**src/core/fsi_cfg.svh**
```systemverilog
`ifndef FSI_CFG_SVH
`define FSI_CFG_SVH
// system clock rate in kHz, 8 ns period
`define FSI_CLK_KHZ 125000
// lamp on/off period and pause after a flash group, in ms
`define FSI_FLASH_MS 200
`define FSI_PAUSE_MS 1000
// valid node address window
`define FSI_ADDR_MIN 8'h01
`define FSI_ADDR_MAX 8'h7f
// network state codes on nmt_state
`define FSI_NMT_INIT 2'h0
`define FSI_NMT_STOPPED 2'h1
`define FSI_NMT_PREOP 2'h2
`define FSI_NMT_OPER 2'h3
// register byte offsets
`define FSI_REG_STATUS 8'h00
`define FSI_REG_IRQ_EN 8'h04
`define FSI_REG_IRQ_CLR 8'h08
`define FSI_REG_STATE 8'h0c
`define FSI_REG_CTRL 8'h10
// event bit positions in status, enable and clear
`define FSI_EV_BUSOFF 0
`define FSI_EV_ADDR 1
`define FSI_EV_FAULT 2
`define FSI_EV_ERRFRM 3
`define FSI_EV_SUPV 4
`define FSI_EV_NMT 5
`define FSI_EV_W 6
// control bit positions
`define FSI_CTRL_TEST 0
// reset values
`define FSI_IRQ_EN_RST 6'h00
`define FSI_CTRL_RST 1'h0
`endif

```
**src/core/fsi_pkg.sv**
```systemverilog
package fsi_pkg;
   // red lamp pattern, ranked lowest to highest severity
   typedef enum logic [2:0] {
      RED_OFF,
      RED_DOUBLE,
      RED_SINGLE,
      RED_BLINK,
      RED_ON
   } fsi_red_t;
   // phases of a flash group
   typedef enum logic [1:0] {
      FL_ON,
      FL_GAP,
      FL_PAUSE
   } fsi_flash_st_t;
endpackage

```
**src/core/fsi_flash_if.sv**
```systemverilog
`timescale 1ns/1ps
// one flash sequencer: restart request in, lamp drive out
interface fsi_flash_if;
   logic restart; // start the group over from its first flash
   logic lamp; // lamp drive of the pattern
   modport seq (input restart, output lamp);
   modport usr (output restart, input lamp);
endinterface

```
**src/core/fsi_flash_seq.sv**
```systemverilog
`timescale 1ns/1ps
`include "fsi_cfg.svh"
// flash group generator: n flashes with gaps, then a long pause
module fsi_flash_seq import fsi_pkg::*; #(
   parameter int unsigned FLASHES = 1,
   parameter int unsigned FLASH_CYC = 25000000,
   parameter int unsigned PAUSE_CYC = 125000000
) (
   // clock and reset
   input wire logic clk,
   input wire logic rst_n,
   // pattern carrier
   fsi_flash_if.seq fl
);
   fsi_flash_st_t st_q; // current phase
   logic [31:0] cnt_q; // cycles spent in the phase
   logic [1:0] n_q; // flashes done in this group
   wire logic [31:0] lim_w; // last count of the phase
   wire logic last_w; // phase ends this cycle
   wire logic grp_end_w; // this flash is the last of the group

   assign lim_w = (st_q == FL_PAUSE) ? PAUSE_CYC - 32'h1 : FLASH_CYC - 32'h1;
   assign last_w = (cnt_q == lim_w);
   assign grp_end_w = (n_q == 2'(FLASHES - 1));
   // lamp decoded straight from the phase flop, no glitch source
   assign fl.lamp = (st_q == FL_ON);

   // phase sequencer; restart keeps pattern changes from showing a torn group
   always_ff @(posedge clk) begin
      if (!rst_n || fl.restart) begin
         st_q <= FL_ON;
         cnt_q <= 32'h0;
         n_q <= 2'h0;
      end else if (last_w) begin
         cnt_q <= 32'h0;
         unique case (st_q)
            FL_ON: begin
               st_q <= grp_end_w ? FL_PAUSE : FL_GAP;
               n_q <= n_q + 2'h1;
            end
            FL_GAP: st_q <= FL_ON;
            FL_PAUSE: begin
               st_q <= FL_ON;
               n_q <= 2'h0;
            end
         endcase
      end else begin
         cnt_q <= cnt_q + 32'h1;
      end
   end
endmodule

```
**src/core/fsi_top.sv**
```systemverilog
// Decided for this implementation: strobed register access and the register offsets.
`timescale 1ns/1ps
`include "fsi_cfg.svh"
// Notes on behaviour
// - green steady on while operational
// - green blinks while pre-operational
// - green single flash while stopped
// - red blinks on bad parameter setting
// - red single flash on fault or errors
// - red double flash on supervision event
// - address zero blocks bus, blinks red
// - address above 127 is also invalid
module fsi_top import fsi_pkg::*; #(
   parameter int unsigned FLASH_CYC = `FSI_FLASH_MS * `FSI_CLK_KHZ,
   parameter int unsigned PAUSE_CYC = `FSI_PAUSE_MS * `FSI_CLK_KHZ
) (
   // clock and reset
   input wire logic clk,
   input wire logic rst_n,
   // protocol state and can controller status
   input wire logic [1:0] nmt_state,
   input wire logic bus_off,
   input wire logic fault,
   input wire logic err_frame_excess,
   input wire logic supv_event,
   // configuration
   input wire logic [7:0] node_address_setting,
   // register port
   input wire logic [7:0] reg_addr,
   input wire logic [31:0] reg_wdata,
   input wire logic reg_wr,
   input wire logic reg_rd,
   output logic [31:0] reg_rdata,
   // lamps, bus permission, interrupt
   output logic green_lamp,
   output logic red_lamp,
   output logic comm_en,
   output logic irq
);
   // ---------------- address check ----------------
   wire logic addr_ok_w; // address inside the legal window
   // zero and anything above the top are both refused
   assign addr_ok_w = (node_address_setting >= `FSI_ADDR_MIN) &&
                      (node_address_setting <= `FSI_ADDR_MAX);

   logic comm_en_q; // bus participation allowed
   // registered so the bus side never sees a half-decoded address
   always_ff @(posedge clk) begin
      if (!rst_n) begin
         comm_en_q <= 1'b0;
      end else begin
         comm_en_q <= addr_ok_w;
      end
   end
   assign comm_en = comm_en_q;

   // ---------------- blink timebase ----------------
   logic [31:0] ph_cnt_q; // cycles in the current blink phase
   logic blink_q; // steady blink, equal on and off
   wire logic ph_last_w; // blink phase ends

   assign ph_last_w = (ph_cnt_q == FLASH_CYC - 32'h1);

   // free-running blink; shared by both lamps so they blink in step
   always_ff @(posedge clk) begin
      if (!rst_n) begin
         ph_cnt_q <= 32'h0;
         blink_q <= 1'b1;
      end else if (ph_last_w) begin
         ph_cnt_q <= 32'h0;
         blink_q <= ~blink_q;
      end else begin
         ph_cnt_q <= ph_cnt_q + 32'h1;
      end
   end

   // ---------------- red pattern selection ----------------
   fsi_red_t red_sel_d; // most severe pattern now
   fsi_red_t red_sel_q; // registered selection
   wire logic err_single_w; // fault or too many error frames

   assign err_single_w = fault | err_frame_excess;

   // priority order, bus-off first, supervision last
   always_comb begin
      if (bus_off) begin
         red_sel_d = RED_ON;
      end else if (!addr_ok_w) begin
         red_sel_d = RED_BLINK;
      end else if (err_single_w) begin
         red_sel_d = RED_SINGLE;
      end else if (supv_event) begin
         red_sel_d = RED_DOUBLE;
      end else begin
         red_sel_d = RED_OFF;
      end
   end

   always_ff @(posedge clk) begin
      if (!rst_n) begin
         red_sel_q <= RED_OFF;
      end else begin
         red_sel_q <= red_sel_d;
      end
   end

   // ---------------- flash sequencers ----------------
   fsi_flash_if grn_fl(); // green single flash
   fsi_flash_if red_fl1(); // red single flash
   fsi_flash_if red_fl2(); // red double flash
   logic [1:0] nmt_prev_q; // last network state, for entry detect

   // restart each group on entry so the first flash is a full one
   assign grn_fl.restart = (nmt_state == `FSI_NMT_STOPPED) &&
                           (nmt_prev_q != `FSI_NMT_STOPPED);
   assign red_fl1.restart = (red_sel_d == RED_SINGLE) && (red_sel_q != RED_SINGLE);
   assign red_fl2.restart = (red_sel_d == RED_DOUBLE) && (red_sel_q != RED_DOUBLE);

   fsi_flash_seq #(
      .FLASHES(1),
      .FLASH_CYC(FLASH_CYC),
      .PAUSE_CYC(PAUSE_CYC)
   ) u_grn_single (
      .clk(clk),
      .rst_n(rst_n),
      .fl(grn_fl.seq)
   );

   fsi_flash_seq #(
      .FLASHES(1),
      .FLASH_CYC(FLASH_CYC),
      .PAUSE_CYC(PAUSE_CYC)
   ) u_red_single (
      .clk(clk),
      .rst_n(rst_n),
      .fl(red_fl1.seq)
   );

   fsi_flash_seq #(
      .FLASHES(2),
      .FLASH_CYC(FLASH_CYC),
      .PAUSE_CYC(PAUSE_CYC)
   ) u_red_double (
      .clk(clk),
      .rst_n(rst_n),
      .fl(red_fl2.seq)
   );

   // ---------------- lamp drive ----------------
   logic ctrl_test_q; // lamp test, both lamps forced on
   logic green_d; // green drive before the test override
   logic red_d; // red drive before the test override
   logic green_q; // registered green lamp
   logic red_q; // registered red lamp

   // green follows the network state; init shows dark
   always_comb begin
      unique case (nmt_state)
         `FSI_NMT_OPER: green_d = 1'b1;
         `FSI_NMT_PREOP: green_d = blink_q;
         `FSI_NMT_STOPPED: green_d = grn_fl.lamp;
         default: green_d = 1'b0;
      endcase
   end

   // red follows the registered selection
   always_comb begin
      unique case (red_sel_q)
         RED_ON: red_d = 1'b1;
         RED_BLINK: red_d = blink_q;
         RED_SINGLE: red_d = red_fl1.lamp;
         RED_DOUBLE: red_d = red_fl2.lamp;
         default: red_d = 1'b0;
      endcase
   end

   always_ff @(posedge clk) begin
      if (!rst_n) begin
         green_q <= 1'b0;
         red_q <= 1'b0;
      end else begin
         green_q <= green_d | ctrl_test_q;
         red_q <= red_d | ctrl_test_q;
      end
   end
   assign green_lamp = green_q;
   assign red_lamp = red_q;

   // ---------------- events ----------------
   logic [4:0] lvl_prev_q; // previous error levels
   wire logic [4:0] lvl_w; // current error levels
   wire logic [`FSI_EV_W-1:0] ev_w; // one-cycle events

   assign lvl_w = {supv_event, err_frame_excess, fault, ~addr_ok_w, bus_off};
   // rising edges of each condition plus any network state change
   assign ev_w = {nmt_state != nmt_prev_q, lvl_w & ~lvl_prev_q};

   always_ff @(posedge clk) begin
      if (!rst_n) begin
         lvl_prev_q <= 5'h00;
         nmt_prev_q <= `FSI_NMT_INIT;
      end else begin
         lvl_prev_q <= lvl_w;
         nmt_prev_q <= nmt_state;
      end
   end

   // ---------------- register port ----------------
   wire logic wr_en_w; // write to enable register
   wire logic wr_clr_w; // write to clear register
   wire logic wr_ctrl_w; // write to control register
   wire logic [`FSI_EV_W-1:0] clr_w; // bits being cleared
   logic [`FSI_EV_W-1:0] status_q; // sticky event bits
   logic [`FSI_EV_W-1:0] irq_en_q; // interrupt enables
   logic [31:0] rd_mux_w; // read data before the register
   logic [31:0] rdata_q; // read data, valid one cycle after the strobe
   logic irq_q; // registered interrupt

   assign wr_en_w = reg_wr && (reg_addr == `FSI_REG_IRQ_EN);
   assign wr_clr_w = reg_wr && (reg_addr == `FSI_REG_IRQ_CLR);
   assign wr_ctrl_w = reg_wr && (reg_addr == `FSI_REG_CTRL);
   assign clr_w = wr_clr_w ? reg_wdata[`FSI_EV_W-1:0] : '0;

   // read select; clear register and unmapped offsets read zero
   assign rd_mux_w =
      (reg_addr == `FSI_REG_STATUS) ? {26'h0, status_q} :
      (reg_addr == `FSI_REG_IRQ_EN) ? {26'h0, irq_en_q} :
      (reg_addr == `FSI_REG_STATE) ? {23'h0, comm_en_q, red_q, green_q,
                                      addr_ok_w, red_sel_q, nmt_state} :
      (reg_addr == `FSI_REG_CTRL) ? {31'h0, ctrl_test_q} : 32'h0;

   // writable registers; a new event beats a clear in the same cycle
   always_ff @(posedge clk) begin
      if (!rst_n) begin
         status_q <= '0;
         irq_en_q <= `FSI_IRQ_EN_RST;
         ctrl_test_q <= `FSI_CTRL_RST;
      end else begin
         status_q <= (status_q & ~clr_w) | ev_w;
         if (wr_en_w) begin
            irq_en_q <= reg_wdata[`FSI_EV_W-1:0];
         end
         if (wr_ctrl_w) begin
            ctrl_test_q <= reg_wdata[`FSI_CTRL_TEST];
         end
      end
   end

   // read data only in the cycle after the read strobe
   always_ff @(posedge clk) begin
      if (!rst_n) begin
         rdata_q <= 32'h0;
         irq_q <= 1'b0;
      end else begin
         rdata_q <= reg_rd ? rd_mux_w : 32'h0;
         irq_q <= |((status_q & ~clr_w | ev_w) & irq_en_q);
      end
   end
   assign reg_rdata = rdata_q;
   assign irq = irq_q;
endmodule
```
**config.mk**
```make
export PLATFORM = sky130hd
export DESIGN_NAME = fsi_top
export DESIGN_NICKNAME = d
export VERILOG_FILES = /design/src/core/fsi_pkg.sv /design/src/core/fsi_flash_if.sv /design/src/core/fsi_flash_seq.sv /design/src/core/fsi_top.sv
export VERILOG_INCLUDE_DIRS = /design/src /design/src/core
export SDC_FILE = /design/constraint.sdc
export NUM_CORES = 1
export LEC_CHECK = 0
export BUFFER_PORTS_ARGS = -buffer_cell sky130_fd_sc_hd__buf_2
export CORE_MARGIN = 5
export CORE_UTILIZATION = 53
export DETAILED_ROUTE_END_ITERATION = 7
export GPL_TIMING_DRIVEN = 0
export PLACE_DENSITY_LB_ADDON = 0.08
export SLEW_MARGIN = 20
export SYNTH_ARGS = -nofsm -noshare
export SYNTH_HDL_FRONTEND = slang
export SYNTH_SLANG_ARGS = --single-unit
```
**constraint.sdc**
```tcl
create_clock -name clk -period 1.9 [get_ports clk]
set_input_delay 0.095 -clock clk [delete_from_list [all_inputs] [get_ports clk]]
set_output_delay 0.095 -clock clk [all_outputs]
set_load 0.02 [all_outputs]
```
==> flow_metrics.env <==
export IMPL_regArea_um2=3550
export IMPL_routed_wl_um=18100
export IMPL_drc=0
export IMPL_ys_flop_type="dfxtp_1"
export IMPL_grt_max_degree=17
export IMPL_worst_r2r_startpoint="u_red_double.cnt_q[23]"
export IMPL_overflow=0
export IMPL_die_area_um2=18100
export IMPL_antenna_found_initial=0
export IMPL_htreeDepth=4
export IMPL_worstSetupEndpointType="flop"
export IMPL_die_x_um=134
export IMPL_wl_met2_um=8400
export IMPL_fmax_mhz=525
export IMPL_max_vdd_ir_drop_mv=0.680
export IMPL_cts_tree="yes"
export IMPL_synth_area_um2=8200
export IMPL_io_buffers=42
export IMPL_clock_latency_ps=430
export IMPL_hold_viol_final=0
export IMPL_synth_edf_count=0
export IMPL_vias=6783
export IMPL_via_per_inst=5.27
export IMPL_start_util=0.539
export IMPL_top_layer_used="met4"
export IMPL_violations="setup timing"
export IMPL_syn_area_per_cell_um2=8.58
export IMPL_synthArstFlopShare=0
export IMPL_outcome="complete, but fails checks"
export IMPL_fin_util=0.686
export IMPL_dpl_cell_count=1208
export IMPL_drt_iter0_drc=327
export IMPL_hpwl_um=11900
export IMPL_slew_headroom=0.517
export IMPL_yosysSeqAreaShare=0.430
export IMPL_worst_setup_path_start_kind="flop"
export IMPL_drt_pass1_iter_count=5
export IMPL_grt_pass1_vias=6385
export IMPL_clk_pin_slew_ps=60
export IMPL_synth_top_cell_area_share=0.430
export IMPL_crit_required_ps=2210
export IMPL_die_h_um=134
export IMPL_synth_cells=956
export IMPL_drive_above_1_share=0.228
export IMPL_leakage_nw=3.72
export IMPL_hold_path_class="input pin to flop"
export IMPL_min_period_ps=1900
export IMPL_final_common_cell="dfxtp_1"
export IMPL_yosysWarnings=0
export IMPL_rrSetupSlack_ps=-5
export IMPL_placement_rows=45
export IMPL_grt_pass1_wl_um=29900
export IMPL_core_area_um2=15200
export IMPL_place_gp_congestion=0.798
export IMPL_ys_types=59
export IMPL_wl_met1_um=8580
export IMPL_wl_met3_um=842
export IMPL_power_density_nw_per_um2=763
export IMPL_multi_input_area_um2=4770
export IMPL_synth_top_area_cell="dfxtp_1"
export IMPL_nNetsFinal=1158
export IMPL_synth_seq_cells=176
export IMPL_wire_per_inst_um=14.0
export IMPL_crit_type="flop to flop"
export IMPL_stdcell_count=1286
export IMPL_path_max_fanout=7
export IMPL_clockBufferDepth=2
export IMPL_cap_violations=0
export IMPL_worst_pin_slew_ps=718
export IMPL_hp_start="node_address_setting[7]"
export IMPL_drv_slew=0
export IMPL_cts_root_buffer="clkbuf_16"
export IMPL_cts_buffers=17
export IMPL_hold_path_end="lvl_prev_q[1]"
export IMPL_area_growth_pct=27.1
export IMPL_fill_cells=1262
export IMPL_ys_top_cells_by_area="dfxtp_1 43%, xnor2_1 8.3%, nor2_1 8.2%"
export IMPL_reg2reg_to="u_red_double.cnt_q[6]"
export IMPL_pin_count=94
export IMPL_cts_sinks=176
export IMPL_setup_tns_ps=-15.5
export IMPL_r2r_cells=6
export IMPL_diodes=0
export IMPL_finalWorstSetupSlack_ps=-4.78
export IMPL_hold_depth=3
export IMPL_antenna_left=0
export IMPL_grt_usage=0.199
export IMPL_finalSetupViolCount=5
export IMPL_rsz0062_at_grt="yes"
export IMPL_period_share=1.00
export IMPL_arrival_ps=2220
export IMPL_final_cell_mix="157 x dfxtp_1, 154 x nor2_1, 78 x xnor2_1"
export IMPL_skew_ps=7.52
state kept, by name, indices dropped and copies added, names as in the netlist, 5 cells and up:
register            cells
irq_en_q                6
lvl_prev_q              5
status_q                6
ph_cnt_q               32
reg_rdata               9
u_grn_single.cnt_q     32
u_red_double.cnt_q     32
u_red_single.cnt_q     32
logic make-up (layout without fill, tap and decap cells):
group                      count (synthesis)  count (layout)  share of synthesized area
and+or+nand+nor                          477             477                      0.297
DFF                                      176             176                      0.430
xor gates and xnor gates                 122             122                      0.130
buffers and inverters                     93             213                     0.0561
AOI/OAI and AO/OA                         70              70                     0.0618
adders and majority gates                 13              13                     0.0198
muxes                                      4               4                    0.00488
other                                      1              23                   0.000457
critical path, cell delays in order (launching register included):
cell and delay (ps):
dfxtp_1 360, nor4_1 320, nand4_1 230, a2111o_1 480, nand2b_4 190, clkbuf_16 180, nor2_4 30
how the worst max path moves through the flow:
stage / start / endpoint / slack, ps / cells after the start
after floorplan: u_red_double.st_q[0] / u_red_double.cnt_q[23] / -20 / 8
after global placement: u_grn_single.cnt_q[0] / u_grn_single.cnt_q[28] / -350 / 6
after detailed placement: u_red_double.st_q[0] / u_red_double.cnt_q[13] / -350 / 8
after CTS: u_grn_single.cnt_q[10] / u_grn_single.st_q[0] / -70 / 5
after global routing: u_red_single.st_q[0] / u_red_single.st_q[0] / -100 / 8
final: u_red_double.cnt_q[23] / u_red_double.cnt_q[6] / -5 / 6
synth_stat cells (5+ instances only):
library cell  count
nor2_1          179
dfxtp_1         176
xnor2_1          78
nand2_1          56
nand3_1          51
xor2_1           44
inv_1            38
nand4_1          33
nor3_1           33
a21oi_1          26
buf_4            26
nor4_1           24
and2_1           19
clkbuf_1         18
and4_1           16
ha_1             13
o21ai_0          13
buf_2            11
and3_1           10
nand2b_1          9
nor2b_1           9
nand3b_1          6
nor3b_1           6
a222oi_1          5
report_power, final:
part / internal [W] / switching [W] / total, W
clock: 0.00233 / 0.00142 / 0.00375
sequential: 0.00373 / 0.0000310 / 0.00376
combinational: 0.000197 / 0.000243 / 0.000439
total: 0.00626 / 0.00169 / 0.00795
metrics by stage:
stage / hold slack, ps / total power, W / cell area [um^2] / setup slack (ps)
2_1_floorplan: 217 / 0.00408 / 8280 / -15.8
3_3_place_gp: 352 / 0.00418 / 8730 / -350
3_5_place_dp: 365 / 0.00419 / 8730 / -350
4_1_cts: 11.2 / 0.00798 / 9900 / -71.1
5_1_grt: 31.6 / 0.00823 / 10400 / -105
6_report: 26.3 / 0.00795 / 10400 / -4.78
layer usage:
metal,track usage,vias to the layer above
li1,-,3489
met1,0.268,3143
met2,0.323,129
met3,0.0465,22
met4,0.0537,0
met5,0,-
layout make-up:
cell class	count	share of cell area
sequential	176	0.341
clock inverter	9	0.0150
multi-input combinational	709	0.457
inverter	38	0.0137
buffer	50	0.0388
timing repair buffer	95	0.0659
clock buffer	21	0.0461
tap	188	0.0226
what timing repair did:
item	4_1_cts	5_1_grt
pin swaps	22	36
hold buffers	13	0
gates resized for setup	66	96
hold endpoints to repair	17	0
buffers inserted	20	17
endpoints found under the setup margin	137	138
cloned	1	2
Power figures use the tool's default switching activity.
